==> src/verilog/rsp_cfg.svh <==
// Purpose: Constants for the serial port block
// Assumes: 125 MHz system clock
// Notes:   Divisors are clock cycles per bit, rounded down
`ifndef RSP_CFG_SVH
`define RSP_CFG_SVH

`define RSP_CLK_HZ 125000000
`define RSP_DIV_W 19
// Cycles per bit for each selectable rate
`define RSP_DIV_300 (`RSP_CLK_HZ / 300)
`define RSP_DIV_600 (`RSP_CLK_HZ / 600)
`define RSP_DIV_1200 (`RSP_CLK_HZ / 1200)
`define RSP_DIV_2400 (`RSP_CLK_HZ / 2400)
`define RSP_DIV_4800 (`RSP_CLK_HZ / 4800)
`define RSP_DIV_9600 (`RSP_CLK_HZ / 9600)
`define RSP_DIV_19200 (`RSP_CLK_HZ / 19200)
`define RSP_DIV_38400 (`RSP_CLK_HZ / 38400)
`define RSP_DIV_57600 (`RSP_CLK_HZ / 57600)
`define RSP_DIV_115200 (`RSP_CLK_HZ / 115200)
// Frame shape
`define RSP_STOP_BITS 2
`define RSP_RATE_DEFAULT 4'h5
`define RSP_FMT_DEFAULT 2'h0

`endif

==> src/verilog/rsp_pkg.sv <==
// Purpose: Types for the serial port block
// Assumes: Nothing beyond the constants header
// Notes:   Rate codes 0..9 run from 300 to 115200 baud
package rsp_pkg;
    // Character format pairing
    typedef enum logic [1:0] {
        RSP_FMT_N8,
        RSP_FMT_E7,
        RSP_FMT_O7
    } rsp_fmt_e;
    // Transmit sequencer
    typedef enum logic [2:0] {
        RSP_TX_IDLE,
        RSP_TX_START,
        RSP_TX_DATA,
        RSP_TX_PAR,
        RSP_TX_STOP
    } rsp_tx_e;
    // Receive sequencer
    typedef enum logic [2:0] {
        RSP_RX_IDLE,
        RSP_RX_START,
        RSP_RX_DATA,
        RSP_RX_PAR,
        RSP_RX_STOP
    } rsp_rx_e;
endpackage

==> src/verilog/rsp_serial_port.sv <==
// Purpose: Asynchronous serial port, one start and two stop bits
// Assumes: Single 125 MHz clock, line from a pin
// Notes:   Settings are sampled when each frame starts
//
// Operation
// Ten rates from 300 to 115200 baud, shared by send and receive.
// Rate defaults to 9600 baud after reset.
// Formats: none/8 bits default, even/7 bits, odd/7 bits.
// Each frame starts with exactly one start bit.
// Each sent frame ends with exactly two stop bits.
// Host uses the same rate, parity and data width.
// Host frames with one start bit and two stop bits.
// Line idles at mark, LSB first, parity over seven bits before stops.
`include "rsp_cfg.svh"

module rsp_serial_port (
    // Clock and reset
    input wire logic clk_sys,
    input wire logic rst_n,
    // Settings
    input wire logic [3:0] rateSel,
    input wire logic rateSelValid,
    input wire logic [1:0] fmtSel,
    input wire logic fmtSelValid,
    // Transmit stream
    input wire logic [7:0] txData,
    input wire logic txValid,
    output logic txReady,
    // Receive stream
    output logic [7:0] rxData,
    output logic rxValid,
    output logic rxParityErr,
    output logic rxFrameErr,
    // Serial line
    input wire logic serialIn,
    output logic serialOut
);

    // ************************************************************
    // Helpers
    // ************************************************************

    // Rate code to cycles per bit; unknown codes fall back to 9600
    function automatic logic [`RSP_DIV_W-1:0] bitDiv(input logic [3:0] code);
        case (code)
            4'h0: bitDiv = `RSP_DIV_W'(`RSP_DIV_300);
            4'h1: bitDiv = `RSP_DIV_W'(`RSP_DIV_600);
            4'h2: bitDiv = `RSP_DIV_W'(`RSP_DIV_1200);
            4'h3: bitDiv = `RSP_DIV_W'(`RSP_DIV_2400);
            4'h4: bitDiv = `RSP_DIV_W'(`RSP_DIV_4800);
            4'h6: bitDiv = `RSP_DIV_W'(`RSP_DIV_19200);
            4'h7: bitDiv = `RSP_DIV_W'(`RSP_DIV_38400);
            4'h8: bitDiv = `RSP_DIV_W'(`RSP_DIV_57600);
            4'h9: bitDiv = `RSP_DIV_W'(`RSP_DIV_115200);
            default: bitDiv = `RSP_DIV_W'(`RSP_DIV_9600);
        endcase
    endfunction

    // Data bits per format: eight without parity, seven with
    function automatic logic [3:0] dataBits(input rsp_pkg::rsp_fmt_e f);
        dataBits = (f == rsp_pkg::RSP_FMT_N8) ? 4'h8 : 4'h7;
    endfunction

    // Parity bit for a seven bit character
    function automatic logic parBit(input rsp_pkg::rsp_fmt_e f, input logic [6:0] d);
        parBit = (f == rsp_pkg::RSP_FMT_O7) ? ~(^d) : (^d);
    endfunction

    // ************************************************************
    // Settings
    // ************************************************************

    logic [3:0] rate_q, rate_d;
    rsp_pkg::rsp_fmt_e fmt_q, fmt_d;

    // Codes above nine and unused format code are ignored
    always_comb begin
        rate_d = rate_q;
        fmt_d = fmt_q;
        if (rateSelValid && rateSel <= 4'h9) begin
            rate_d = rateSel;
        end
        if (fmtSelValid && fmtSel != 2'h3) begin
            fmt_d = rsp_pkg::rsp_fmt_e'(fmtSel);
        end
    end

    always_ff @(posedge clk_sys) begin
        if (!rst_n) begin
            rate_q <= `RSP_RATE_DEFAULT;
            fmt_q <= rsp_pkg::rsp_fmt_e'(`RSP_FMT_DEFAULT);
        end else begin
            rate_q <= rate_d;
            fmt_q <= fmt_d;
        end
    end

    // ************************************************************
    // Transmitter
    // ************************************************************

    rsp_pkg::rsp_tx_e txSt_q, txSt_d;
    logic [`RSP_DIV_W-1:0] txCnt_q, txCnt_d, txDiv_q, txDiv_d;
    logic [7:0] txSh_q, txSh_d;
    logic [3:0] txBit_q, txBit_d;
    logic [3:0] txNb_q, txNb_d;
    logic txPar_q, txPar_d;
    logic serialOut_d, txReady_d;
    logic txTick;

    assign txTick = (txCnt_q == `RSP_DIV_W'(1));

    // Frame sequencer; settings latched at frame start so a change
    // mid-frame cannot corrupt the character on the line
    always_comb begin
        txSt_d = txSt_q;
        txCnt_d = txTick ? txDiv_q : txCnt_q - `RSP_DIV_W'(1);
        txDiv_d = txDiv_q;
        txSh_d = txSh_q;
        txBit_d = txBit_q;
        txNb_d = txNb_q;
        txPar_d = txPar_q;
        serialOut_d = serialOut;
        txReady_d = 1'b0;
        case (txSt_q)
            rsp_pkg::RSP_TX_IDLE: begin
                serialOut_d = 1'b1;
                txReady_d = 1'b1;
                if (txValid && txReady) begin
                    txDiv_d = bitDiv(rate_q);
                    txCnt_d = bitDiv(rate_q);
                    txSh_d = txData;
                    txNb_d = dataBits(fmt_q);
                    txPar_d = (fmt_q != rsp_pkg::RSP_FMT_N8);
                    txSh_d[7] = (fmt_q == rsp_pkg::RSP_FMT_N8) ? txData[7]
                                : parBit(fmt_q, txData[6:0]);
                    serialOut_d = 1'b0;
                    txReady_d = 1'b0;
                    txBit_d = 4'h0;
                    txSt_d = rsp_pkg::RSP_TX_START;
                end
            end
            rsp_pkg::RSP_TX_START: begin
                if (txTick) begin
                    serialOut_d = txSh_q[0];
                    txSt_d = rsp_pkg::RSP_TX_DATA;
                end
            end
            rsp_pkg::RSP_TX_DATA: begin
                if (txTick) begin
                    txBit_d = txBit_q + 4'h1;
                    txSh_d = {1'b0, txSh_q[7:1]};
                    if (txBit_q + 4'h1 == txNb_q) begin
                        // Parity was loaded in bit 7; six shifts leave it in bit 1
                        serialOut_d = txPar_q ? txSh_q[1] : 1'b1;
                        txBit_d = 4'h0;
                        txSt_d = txPar_q ? rsp_pkg::RSP_TX_PAR : rsp_pkg::RSP_TX_STOP;
                    end else begin
                        serialOut_d = txSh_q[1];
                    end
                end
            end
            rsp_pkg::RSP_TX_PAR: begin
                if (txTick) begin
                    serialOut_d = 1'b1;
                    txSt_d = rsp_pkg::RSP_TX_STOP;
                end
            end
            rsp_pkg::RSP_TX_STOP: begin
                serialOut_d = 1'b1;
                if (txTick) begin
                    txBit_d = txBit_q + 4'h1;
                    if (txBit_q + 4'h1 == 4'(`RSP_STOP_BITS)) begin
                        txSt_d = rsp_pkg::RSP_TX_IDLE;
                    end
                end
            end
            default: txSt_d = rsp_pkg::RSP_TX_IDLE;
        endcase
    end

    always_ff @(posedge clk_sys) begin
        if (!rst_n) begin
            txSt_q <= rsp_pkg::RSP_TX_IDLE;
            txCnt_q <= `RSP_DIV_W'(1);
            txDiv_q <= `RSP_DIV_W'(1);
            txSh_q <= 8'h00;
            txBit_q <= 4'h0;
            txNb_q <= 4'h8;
            txPar_q <= 1'b0;
            serialOut <= 1'b1;
            txReady <= 1'b0;
        end else begin
            txSt_q <= txSt_d;
            txCnt_q <= txCnt_d;
            txDiv_q <= txDiv_d;
            txSh_q <= txSh_d;
            txBit_q <= txBit_d;
            txNb_q <= txNb_d;
            txPar_q <= txPar_d;
            serialOut <= serialOut_d;
            txReady <= txReady_d;
        end
    end

    // ************************************************************
    // Receiver
    // ************************************************************

    logic [2:0] rxSync_q, rxSync_d;
    logic rxLine_q, rxLine_d;

    // Three stage synchroniser; level accepted when stages two and three agree
    always_comb begin
        rxSync_d = {rxSync_q[1:0], serialIn};
        rxLine_d = (rxSync_q[1] == rxSync_q[2]) ? rxSync_q[2] : rxLine_q;
    end

    always_ff @(posedge clk_sys) begin
        if (!rst_n) begin
            rxSync_q <= 3'h7;
            rxLine_q <= 1'b1;
        end else begin
            rxSync_q <= rxSync_d;
            rxLine_q <= rxLine_d;
        end
    end

    rsp_pkg::rsp_rx_e rxSt_q, rxSt_d;
    logic [`RSP_DIV_W-1:0] rxCnt_q, rxCnt_d, rxDiv_q, rxDiv_d;
    logic [7:0] rxSh_q, rxSh_d;
    logic [3:0] rxBit_q, rxBit_d, rxNb_q, rxNb_d;
    rsp_pkg::rsp_fmt_e rxFmt_q, rxFmt_d;
    logic [7:0] rxData_d;
    logic rxValid_d, rxParityErr_d, rxFrameErr_d, rxPerr_q, rxPerr_d;
    logic rxTick;

    assign rxTick = (rxCnt_q == `RSP_DIV_W'(1));

    // Samples mid-bit; only the first stop bit is checked so a host
    // sending one stop bit is still received
    always_comb begin
        rxSt_d = rxSt_q;
        rxCnt_d = rxTick ? rxDiv_q : rxCnt_q - `RSP_DIV_W'(1);
        rxDiv_d = rxDiv_q;
        rxSh_d = rxSh_q;
        rxBit_d = rxBit_q;
        rxNb_d = rxNb_q;
        rxFmt_d = rxFmt_q;
        rxPerr_d = rxPerr_q;
        rxData_d = rxData;
        rxValid_d = 1'b0;
        rxParityErr_d = rxParityErr;
        rxFrameErr_d = rxFrameErr;
        case (rxSt_q)
            rsp_pkg::RSP_RX_IDLE: begin
                if (!rxLine_q) begin
                    rxDiv_d = bitDiv(rate_q);
                    rxCnt_d = bitDiv(rate_q) >> 1;
                    rxFmt_d = fmt_q;
                    rxNb_d = dataBits(fmt_q);
                    rxSh_d = 8'h00;
                    rxBit_d = 4'h0;
                    rxSt_d = rsp_pkg::RSP_RX_START;
                end
            end
            rsp_pkg::RSP_RX_START: begin
                if (rxTick) begin
                    // Glitch shorter than half a bit is dropped
                    rxSt_d = rxLine_q ? rsp_pkg::RSP_RX_IDLE : rsp_pkg::RSP_RX_DATA;
                end
            end
            rsp_pkg::RSP_RX_DATA: begin
                if (rxTick) begin
                    rxSh_d[rxBit_q[2:0]] = rxLine_q;
                    rxBit_d = rxBit_q + 4'h1;
                    if (rxBit_q + 4'h1 == rxNb_q) begin
                        rxSt_d = (rxFmt_q == rsp_pkg::RSP_FMT_N8)
                                 ? rsp_pkg::RSP_RX_STOP : rsp_pkg::RSP_RX_PAR;
                    end
                end
            end
            rsp_pkg::RSP_RX_PAR: begin
                if (rxTick) begin
                    rxPerr_d = (rxLine_q != parBit(rxFmt_q, rxSh_q[6:0]));
                    rxSt_d = rsp_pkg::RSP_RX_STOP;
                end
            end
            rsp_pkg::RSP_RX_STOP: begin
                if (rxTick) begin
                    rxData_d = rxSh_q;
                    rxValid_d = 1'b1;
                    rxParityErr_d = (rxFmt_q != rsp_pkg::RSP_FMT_N8) && rxPerr_q;
                    rxFrameErr_d = !rxLine_q;
                    rxPerr_d = 1'b0;
                    rxSt_d = rsp_pkg::RSP_RX_IDLE;
                end
            end
            default: rxSt_d = rsp_pkg::RSP_RX_IDLE;
        endcase
    end

    always_ff @(posedge clk_sys) begin
        if (!rst_n) begin
            rxSt_q <= rsp_pkg::RSP_RX_IDLE;
            rxCnt_q <= `RSP_DIV_W'(1);
            rxDiv_q <= `RSP_DIV_W'(1);
            rxSh_q <= 8'h00;
            rxBit_q <= 4'h0;
            rxNb_q <= 4'h8;
            rxFmt_q <= rsp_pkg::RSP_FMT_N8;
            rxPerr_q <= 1'b0;
            rxData <= 8'h00;
            rxValid <= 1'b0;
            rxParityErr <= 1'b0;
            rxFrameErr <= 1'b0;
        end else begin
            rxSt_q <= rxSt_d;
            rxCnt_q <= rxCnt_d;
            rxDiv_q <= rxDiv_d;
            rxSh_q <= rxSh_d;
            rxBit_q <= rxBit_d;
            rxNb_q <= rxNb_d;
            rxFmt_q <= rxFmt_d;
            rxPerr_q <= rxPerr_d;
            rxData <= rxData_d;
            rxValid <= rxValid_d;
            rxParityErr <= rxParityErr_d;
            rxFrameErr <= rxFrameErr_d;
        end
    end

endmodule

==> config.mk <==
export PLATFORM = sky130hd
export DESIGN_NAME = rsp_serial_port
export DESIGN_NICKNAME = d
export VERILOG_FILES = /design/src/verilog/rsp_pkg.sv /design/src/verilog/rsp_serial_port.sv
export VERILOG_INCLUDE_DIRS = /design/src /design/src/verilog
export SDC_FILE = /design/constraint.sdc
export NUM_CORES = 1
export LEC_CHECK = 0
export ABC_AREA = 1
export BUFFER_PORTS_ARGS = -buffer_cell sky130_fd_sc_hd__buf_2
export CAP_MARGIN = 20
export CORE_AREA = 2 2 136 138
export CTS_CLUSTER_DIAMETER = 150
export DETAILED_ROUTE_END_ITERATION = 10
export DIE_AREA = 0 0 138 140
export GPL_TIMING_DRIVEN = 1
export PLACE_DENSITY = 0.58
export SLEW_MARGIN = 20
export SYNTH_ARGS = -nofsm -noshare
export SYNTH_HDL_FRONTEND = slang
export SYNTH_SLANG_ARGS = --single-unit
==> constraint.sdc <==
create_clock -name clk_sys -period 2.36 [get_ports clk_sys]
set_input_delay 0.472 -clock clk_sys [delete_from_list [all_inputs] [get_ports clk_sys]]
set_output_delay 0.472 -clock clk_sys [all_outputs]
set_load 0.1 [all_outputs]
==> reports/metrics.csv, run 1 <==
stage,metric,value,unit
worst_setup_path,standard cell with the maximum stage delay on the critical path,dfxtp_1,
finish,Multi-input gate area,4120,µm²
worst_setup_path,critical path class,flop to flop,
yosys,Avg Inst Size Synth,6.97,µm²
detailed_routing,WL per Instance,14.5,µm
floorplanning,overall die width,138,µm
clocking,CTS buffer count,17,
finish,Storage cell area,3100,µm²
sta,accumulated negative setup slack,0,ns
clocking,maximum level of the CTS H-tree,4,
yosys,synthesized netlist cell count,1140,
sta,Final Cycle Share,0.830,
floorplanning,row count,49,
sta,Final Hold Viols,0,
run_status,result of the run,"finished, final reports clean",
clocking,Post-CTS Hold Buffers,0,
power,Pwr per Cell Area,1130,nW/µm²
finish,number of diodes,0,
detailed_routing,number of nets with antenna violations after routing,0,
detailed_routing,first-pass iteration count of the detailed router,5,
yosys,Synth Register Bits,155,
sta,maximum operating frequency,510,MHz
sta,setup repair after global routing missed its margin,false,
floorplanning,die height,140,µm
worst_setup_path,Setup crit start kind,flop,
yosys,"Top FF cell, synth",dfxtp_1,
sta,clock period minus worst slack,1.96,ns
grt,final global-route overflow total,0,
sta,clock tree skew after final layout,0.0122,ns
detailed_routing,wire length reported by the detailed router,20.5,mm
hold_path,min-delay worst type,input port to flop,
worst_setup_path,cell chain of the critical path,"inv_1, nand2_1, o21ai_1, nor2_1, inv_1, ha_1, nor2_1, nor2_1, o21ai_0, and2_1",
worst_setup_path,maximum single-stage delay on the critical path,0.38,ns
worst_setup_path,kind of capture point of the worst setup path,flop,
clocking,root buf cell,clkbuf_16,
clocking,TritonCTS clock tree,built,
job,Max-cap violations,0,
power,worst vdd rail ir drop,0.573,mV
grt,first-pass GRT wire length,34.0,mm
finish,highest-count cells in the layout ignoring fill and taps,"nand2_1, dfxtp_1, nor2_1",
finish,"number of standard cells in the layout, taps in and fillers out",1415,
placed_design,number of cells in the design after placement,1384,
worst_setup_path,Worst path top cell family by delay,simple AND/OR/NAND/NOR gates,
floorplanning,placeable core region,17800,µm²
finish,"commonest non-fill, non-tap cell in the layout",nand2_1,
grt,total track usage,0.216,
sta,pin slew with the least headroom to its limit,0.580,ns
yosys,netlist area before placement,7940,µm²
clocking,post-CTS setup buffer count,0,
detailed_routing,number of DRC violations after detailed-routing iteration 0,493,
placed_design,Placer Congestion,0.885,
finish,synth-to-layout area growth,12.4,%
placed_design,post-detail-place hpwl,15.3,mm
grt,pin count of the biggest net entering global routing,42,
finish,core occupancy in the finished layout,0.502,
grt,number of antenna violations at the first check in global routing,0,
yosys,YS warnings,0,
yosys,number of synthesized flops with an enable pin,0,
floorplanning,I/O pin count,33,
floorplanning,initial core utilization,0.447,
power,Leakage,4.16,nW
finish,fraction of layout cells with a size suffix above 1,0.118,
worst_setup_path,worst path required time,2.66,ns
sta,final count of pins violating max slew,0,
yosys,sequential fraction of the synthesis area,0.391,
yosys,post-synth cell types,48,
finish,FILL cells,1790,
sta,relative slew slack,0.612,
yosys,Syn Nets,1178,
yosys,Async SR Flop Fraction,0,
detailed_routing,DR vias,7257,
clocking,clock slew seen by the registers of the worst setup and hold paths,0.06,ns
clocking,Resize count post-CTS,0,
floorplanning,DIE AREA,19300,µm²
clocking,number of buffers between clock root and the deepest sink,2,
worst_setup_path,Max Fanout on Critical Path,6,
clocking,"Clk Latency, worst-skew pair",0.42,ns
detailed_routing,number of remaining DRC errors,0,
grt,vias in the first global route,6647,
sta,Final setup violation count,0,
worst_setup_path,critical path arrival,2.26,ns
clocking,Num Clock Sinks,155,
placed_design,port buffer count,32,
worst_setup_path,cell occurring most often along the worst timing path,nor2_1,
detailed_routing,Via density,5.13,
worst_setup_path,Bufs and invs on worst path,2,
finish,Final Net Count,1212,
## through the flow
stage                     hold slack [ns]  setup slack (ns)  area (µm²)  total power, W
after floorplan                     0.393             0.328        7940         0.00646
final                               0.240             0.401        8920          0.0101
after detailed placement            0.404             0.100        8340         0.00736
after global placement              0.401             0.136        8340         0.00735
after global routing                0.228             0.182        8920          0.0108
after CTS                           0.231             0.435        8920          0.0101
## final timing paths
path	slack (ns)	depth (start not counted)	end	start
min	0.24	2	rxSync_q[0]	serialIn
max	0.40	10	flop	rate_q[1]
max reg2reg	0.40	10	flop	rate_q[1]
min reg2reg	0.42	1	rxSync_q[1]	rxSync_q[0]
## routing by layer
| layer | up-vias | part of all wire | track usage |
|---|---|---|---|
| met5 | - | 0 | 0 |
| met4 | 0 | 0.013 | 0.0580 |
| met3 | 20 | 0.043 | 0.0427 |
| met2 | 141 | 0.45 | 0.339 |
| met1 | 3331 | 0.50 | 0.305 |
| li1 | 3765 | - | - |
## worst register-to-register path, cell delays in order (launching register included)
cell and delay, ns:
dfxtp_1 0.38, inv_1 0.16, nand2_1 0.11, o21ai_1 0.09, nor2_1 0.20, inv_1 0.09
ha_1 0.34, nor2_1 0.08, nor2_1 0.13, o21ai_0 0.12, and2_1 0.15
## cell usage after synthesis, types with 2 or more instances
cell      count  area, µm²
or2_1         3       18.8
xor2_1       10       87.6
a21oi_1      75        375
o211a_1       3       30.0
nand3_1      58        290
nand2_1     248        931
nand4_1       9       56.3
o22ai_1      19        119
nand3b_1      3       22.5
o21ai_0     109        546
clkbuf_1     15       56.3
o211ai_1      8       60.1
buf_4         3       22.5
nand2_2       6       37.5
a21oi_2       5       43.8
and2_1        2       12.5
o21bai_1      2       15.0
a31oi_1       7       43.8
dfxtp_1     155       3100
nor2_2       12       75.1
nor2_1      135        507
or2_2        10       62.6
nor3_1        9       45.0
o21ai_1      11       55.1
a22oi_1       2       15.0
o21ai_2       3       26.3
nand3_2       2       20.0
inv_1       133        499
a211oi_1      3       22.5
nor2_4        7       78.8
inv_2         7       26.3
xnor2_1      16        140
buf_6         3       33.8
buf_2        15       75.1
nand2_4       2       22.5
ha_1         18        225
## final cells by class
class | count | area share
multi-input combinational | 807 | 0.461
sequential | 155 | 0.348
inverter | 142 | 0.0600
clock buffer | 24 | 0.0551
timing repair buffer | 51 | 0.0339
tap | 229 | 0.0321
clock inverter | 7 | 0.00995
## cell families after synthesis
logic type,synth area share
AND/OR/NAND/NOR,0.285
AO/OA/AOI/OAI,0.176
buffers and inverters,0.0911
flip-flops,0.391
XOR/XNOR,0.0287
adder cells (fa/ha/maj),0.0284
## where the power goes
part	internal [W]	total (W)	leakage, nW	switching, W
registers	0.00307	0.00346	1.27	0.000395
logic	0.00134	0.00388	2.60	0.00253
clock network	0.00166	0.00271	0.290	0.00105
total	0.00607	0.0101	4.16	0.00398
Note: power is estimated with default switching activity, not from simulation.
==> run 2: changes to the inputs <==
clock period = 2.05 ns   (was 2.36 ns; I/O delays follow)
==> reports/metrics.csv, run 2 (same netlist as run 1, synthesis figures left out) <==
stage,metric,value,unit,change
run_status,result of the run,"finished, final reports clean",,unchanged
sta,maximum operating frequency,547,MHz,was 510 MHz
worst_setup_path,critical path arrival,2.20,ns,was 2.26 ns
worst_setup_path,Max Fanout on Critical Path,16,,was 6
floorplanning,DIE AREA,19300,µm²,unchanged
grt,number of antenna violations at the first check in global routing,0,,unchanged
sta,Final Cycle Share,0.892,,was 0.830
clocking,TritonCTS clock tree,built,,unchanged
clocking,Num Clock Sinks,155,,unchanged
finish,Final Net Count,1223,,was 1212
worst_setup_path,Setup crit start kind,flop,,unchanged
power,proportion of power drawn by combinational gates,0.376,,was 0.386
clocking,Post-CTS Hold Buffers,0,,unchanged
sta,setup repair after global routing missed its margin,false,,unchanged
grt,pin count of the biggest net entering global routing,42,,unchanged
floorplanning,initial core utilization,0.447,,unchanged
sta,pin slew with the least headroom to its limit,0.498,ns,was 0.580 ns
grt,first-pass GRT wire length,33.9,mm,was 34.0 mm
power,Leakage,4.25,nW,was 4.16 nW
worst_setup_path,worst path required time,2.42,ns,was 2.66 ns
power,worst vdd rail ir drop,0.748,mV,was 0.573 mV
placed_design,post-detail-place hpwl,15.6,mm,was 15.3 mm
power,switching component of the power,0.00467,W,was 0.00398 W
worst_setup_path,start of the worst register-to-register path,rxCnt_q[1],,was rate_q[1]
clocking,CTS buffer count,17,,unchanged
power,sequential power share,0.332,,was 0.344
hold_path,min-delay worst type,input port to flop,,unchanged
placed_design,port buffer count,32,,unchanged
power,Pint,0.00734,W,was 0.00607 W
sta,Final setup violation count,0,,unchanged
placed_design,Placer Congestion,0.858,,was 0.885
worst_setup_path,kind of capture point of the worst setup path,flop,,unchanged
sta,Min Hold Slack,0.162,ns,was 0.240 ns
sta,clock tree skew after final layout,0.00847,ns,was 0.0122 ns
detailed_routing,first-pass iteration count of the detailed router,7,,was 5
placed_design,area of placed instances,8440,µm²,was 8340 µm²
finish,fraction of layout cells with a size suffix above 1,0.130,,was 0.118
finish,design area,9110,µm²,was 8920 µm²
floorplanning,die height,140,µm,unchanged
job,Max-cap violations,0,,unchanged
floorplanning,I/O pin count,33,,unchanged
clocking,maximum level of the CTS H-tree,4,,unchanged
finish,number of diodes,0,,unchanged
clocking,"Clk Latency, worst-skew pair",0.43,ns,was 0.42 ns
power,Tot Pwr,0.0120,W,was 0.0101 W
detailed_routing,WL per Instance,14.5,µm,about the same
detailed_routing,Via density,5.05,,was 5.13
floorplanning,placeable core region,17800,µm²,unchanged
sta,final count of pins violating max slew,0,,unchanged
power,proportion of total power due to net switching,0.389,,was 0.396
worst_setup_path,critical path class,flop to flop,,unchanged
clocking,root buf cell,clkbuf_16,,unchanged
worst_setup_path,start point of the critical path,rxCnt_q[1],,was rate_q[1]
detailed_routing,wire length reported by the detailed router,20.7,mm,was 20.5 mm
grt,final global-route overflow total,0,,unchanged
finish,"commonest non-fill, non-tap cell in the layout",nand2_1,,unchanged
sta,clock period minus worst slack,1.83,ns,was 1.96 ns
clocking,number of buffers between clock root and the deepest sink,2,,unchanged
power,power share of the clock group,0.293,,was 0.270
floorplanning,row count,49,,unchanged
finish,synth-to-layout area growth,14.7,%,was 12.4%
detailed_routing,number of remaining DRC errors,0,,unchanged
detailed_routing,DR vias,7209,,was 7257
hold_path,startpoint of the worst hold path,serialIn,,unchanged
sta,relative slew slack,0.670,,was 0.612
floorplanning,overall die width,138,µm,unchanged
sta,Final Hold Viols,0,,unchanged
grt,total track usage,0.218,,was 0.216
grt,vias in the first global route,6577,,was 6647
detailed_routing,number of DRC violations after detailed-routing iteration 0,534,,was 493
power,Pwr per Cell Area,1320,nW/µm²,was 1130 nW/µm²
clocking,clock slew seen by the registers of the worst setup and hold paths,0.06,ns,about the same
detailed_routing,number of nets with antenna violations after routing,0,,unchanged
finish,highest-count cells in the layout ignoring fill and taps,"nand2_1, dfxtp_1, nor2_1",,unchanged
==> run 2: area by class of cell <==
type	count	area [µm²]
Fill cell	1800	8670
Clock buffer	19	443
Timing Repair Buffer	62	398
Multi-Input combinational cell	807	4130
Clock inverter	13	213
Sequential cell	155	3100
Inverter	142	536
Tap cell	229	287
==> run 2: worst paths after layout <==
kind	endpoint	slack, ns	depth (start not counted)
min reg2reg	rxSync_q[1]	0.42	1
min	rxSync_q[0]	0.16	2
max reg2reg	rxBit_q[0]	0.22	8
max	rxBit_q[0]	0.22	8
==> run 2: repair_timing <==
action / in CTS / in global routing
resized for setup: 0 / 3
setup buffers: 0 / 0
endpoints found under the setup margin: 0 / 7
==> run 2: worst max-delay path: stages (launching register included) <==
cell,delay (ns)
dfxtp_1,0.32
inv_1,0.10
ha_1,0.20
nand2_1,0.13
nand3b_4,0.27
o21ai_4,0.38
buf_4,0.21
nand2_4,0.04
a21oi_2,0.12
==> run 2: power by group through the flow <==
stage	registers, W	clock network [W]	logic [W]
after floorplan	0.00404	0	0.00340
after global placement	0.00404	0	0.00447
after global routing	0.00405	0.00368	0.00514
final	0.00399	0.00351	0.00451
after CTS	0.00398	0.00356	0.00449
after detailed placement	0.00404	0	0.00446
==> run 2: routing by layer <==
layer | track usage | wire (µm) | vias to the layer above
li1 | - | - | 3785
met1 | 0.310 | 10400 | 3252
met2 | 0.339 | 9080 | 141
met3 | 0.0315 | 694 | 31
met4 | 0.0795 | 490 | 0
met5 | 0 | 0 | -
==> run 2: per-stage QoR <==
stage               utilization  instances  TNS (ns)  worst slack (ns)
floorplan                     -       1140         0            0.0459
CTS                       0.512       1427         0             0.131
global route              0.512       1427         0            0.0316
finish                    0.512       1427         0             0.222
global placement          0.475       1395         0            0.0635
detailed placement        0.475       1395  -0.00965          -0.00965
==> run 3: changes to the inputs <==
BUFFER_PORTS_ARGS = -buffer_cell sky130_fd_sc_hd__buf_4   (was -buffer_cell sky130_fd_sc_hd__buf_2)
CORE_AREA = 2 2 127 129   (was 2 2 136 138)
DIE_AREA = 0 0 129 131   (was 0 0 138 140)
PLACE_DENSITY = 0.65   (was 0.58)
RECOVER_POWER = 25   (was not set)
==> reports/metrics.csv, run 3 (same netlist as run 1, synthesis figures left out) <==
stage,metric,value,unit,change
clocking,Num Clock Sinks,155,,unchanged
detailed_routing,number of remaining DRC errors,0,,unchanged
sta,Final Hold Viols,0,,unchanged
clocking,clock slew seen by the registers of the worst setup and hold paths,0.06,ns,about the same
placed_design,post-detail-place hpwl,15.4,mm,was 15.6 mm
worst_setup_path,start of the worst register-to-register path,rxCnt_q[15],,was rxCnt_q[1]
sta,final worst-path setup slack,0.242,ns,was 0.222 ns
sta,relative slew slack,0.470,,was 0.670
detailed_routing,highest metal layer used by the detailed router,met4,,unchanged
sta,maximum operating frequency,553,MHz,was 547 MHz
worst_setup_path,critical path arrival,2.17,ns,was 2.20 ns
grt,vias in the first global route,6537,,was 6577
floorplanning,row count,46,,was 49
floorplanning,placeable core region,15600,µm²,was 17800 µm²
clocking,CTS buffer count,17,,unchanged
finish,core occupancy in the finished layout,0.578,,was 0.512
finish,synth-to-layout area growth,13.4,%,was 14.7%
power,Pwr per Cell Area,1280,nW/µm²,was 1320 nW/µm²
clocking,TritonCTS clock tree,built,,unchanged
detailed_routing,amount of wire on met3 after detailed routing,1.01,mm,was 694 µm
clocking,maximum level of the CTS H-tree,4,,unchanged
placed_design,Placement Setup Slack,-0.0126,ns,was -0.00965 ns
power,Leakage,4.18,nW,was 4.25 nW
worst_setup_path,standard cell with the maximum stage delay on the critical path,nor2_2,,was o21ai_4
floorplanning,I/O pin count,33,,unchanged
finish,"commonest non-fill, non-tap cell in the layout",nand2_1,,unchanged
floorplanning,die height,131,µm,was 140 µm
clocking,number of buffers between clock root and the deepest sink,2,,unchanged
placed_design,Placer Congestion,0.921,,was 0.858
detailed_routing,number of nets with antenna violations after routing,0,,unchanged
placed_design,number of cells in the design after placement,1385,,was 1395
finish,number of diodes,0,,unchanged
sta,clock tree skew after final layout,0.00628,ns,was 0.00847 ns
finish,fraction of layout cells with a size suffix above 1,0.127,,was 0.130
detailed_routing,Met2 Wirelength,9.32,mm,was 9.08 mm
detailed_routing,DR vias,7313,,was 7209
detailed_routing,Via density,5.16,,was 5.05
floorplanning,initial core utilization,0.509,,was 0.447
sta,Final Cycle Share,0.882,,was 0.892
worst_setup_path,critical path class,flop to flop,,unchanged
finish,highest-count cells in the layout ignoring fill and taps,"nand2_1, dfxtp_1, nor2_1",,unchanged
clocking,"Clk Latency, worst-skew pair",0.43,ns,about the same
worst_setup_path,start point of the critical path,rxCnt_q[15],,was rxCnt_q[1]
sta,setup repair after global routing missed its margin,false,,unchanged
grt,first-pass GRT wire length,32.8,mm,was 33.9 mm
clocking,root buf cell,clkbuf_16,,unchanged
worst_setup_path,maximum single-stage delay on the critical path,0.35,ns,was 0.38 ns
detailed_routing,number of DRC violations after detailed-routing iteration 0,560,,was 534
worst_setup_path,worst path required time,2.42,ns,about the same
finish,"number of standard cells in the layout, taps in and fillers out",1417,,was 1427
floorplanning,DIE AREA,16900,µm²,was 19300 µm²
run_status,result of the run,"finished, final reports clean",,unchanged
grt,number of antenna violations at the first check in global routing,0,,unchanged
worst_setup_path,kind of capture point of the worst setup path,flop,,unchanged
grt,total track usage,0.251,,was 0.218
sta,Final setup violation count,0,,unchanged
placed_design,port buffer count,32,,unchanged
sta,final count of pins violating max slew,0,,unchanged
worst_setup_path,Max Fanout on Critical Path,8,,was 16
job,Max-cap violations,0,,unchanged
sta,clock period minus worst slack,1.81,ns,was 1.83 ns
worst_setup_path,cell chain of the critical path,"nor2_1, nand2_1, nor2_4, nand2_1, nor2_2, nand3_1, nand2_1, nand2_2, nand2_1, nand2_1, nor2_1",,"was inv_1, ha_1, nand2_1, nand3b_4, o21ai_4, buf_4, nand2_4, a21oi_2"
grt,final global-route overflow total,0,,unchanged
detailed_routing,WL per Instance,14.5,µm,about the same
worst_setup_path,Setup crit start kind,flop,,unchanged
detailed_routing,Metal-1 WL,9.92,mm,was 10.4 mm
detailed_routing,wire length reported by the detailed router,20.6,mm,was 20.7 mm
sta,pin slew with the least headroom to its limit,0.794,ns,was 0.498 ns
grt,pin count of the biggest net entering global routing,39,,was 42
finish,Final Net Count,1226,,was 1223
worst_setup_path,cell occurring most often along the worst timing path,nand2_1,,
detailed_routing,first-pass iteration count of the detailed router,5,,was 7
hold_path,min-delay worst type,input port to flop,,unchanged
power,worst vdd rail ir drop,0.718,mV,was 0.748 mV
floorplanning,overall die width,129,µm,was 138 µm
hold_path,startpoint of the worst hold path,serialIn,,unchanged
## run 3: per-layer routing
metal / up-vias / global-route usage
li1: 3781 / -
met1: 3327 / 0.345
met2: 181 / 0.404
met3: 24 / 0.0505
met4: 0 / 0.0716
met5: - / 0
## run 3: final cells by class
| type | count | area (µm²) |
|---|---|---|
| timing repair buffer | 65 | 432 |
| clock inverter | 14 | 123 |
| sequential | 155 | 3100 |
| multi-input combinational | 807 | 4120 |
| fill | 1556 | 6590 |
| inverter | 142 | 536 |
| tap | 216 | 270 |
| clock buffer | 18 | 429 |
## run 3: what timing repair did
item,in CTS,in global routing
resized for setup,0,2
setup buffers,0,0
hold buffers,0,0
setup endpoints to repair,0,3
## run 3: path summary, 6_finish.rpt
path | slack (ns) | end | depth (start not counted)
max | 0.24 | rxSt_q[1] | 11
min | 0.17 | rxSync_q[0] | 2
max reg2reg | 0.24 | rxSt_q[1] | 11
min reg2reg | 0.41 | rxSync_q[1] | 1
## run 3: power by group
part / switching, W / internal (W) / total [W]
clock network: 0.00130 / 0.00167 / 0.00297
logic: 0.00294 / 0.00161 / 0.00456
registers: 0.000443 / 0.00353 / 0.00397
total: 0.00469 / 0.00681 / 0.0115
## run 3: stage by stage
stage,setup TNS (ns),total power (W),cell area [µm²],hold slack [ns]
floorplan,0,0.00744,7940,0.393
global placement,0,0.00854,8510,0.394
detailed placement,-0.0126,0.00856,8510,0.401
CTS,0,0.0115,9060,0.154
global route,0,0.0124,9010,0.155
finish,0,0.0115,9010,0.166
## run 3: worst max-delay path, delay by kind of cell, from the launching register on
family           cells  cell delay (ns)
and+or+nand+nor     11             1.43
DFF                  1             0.32
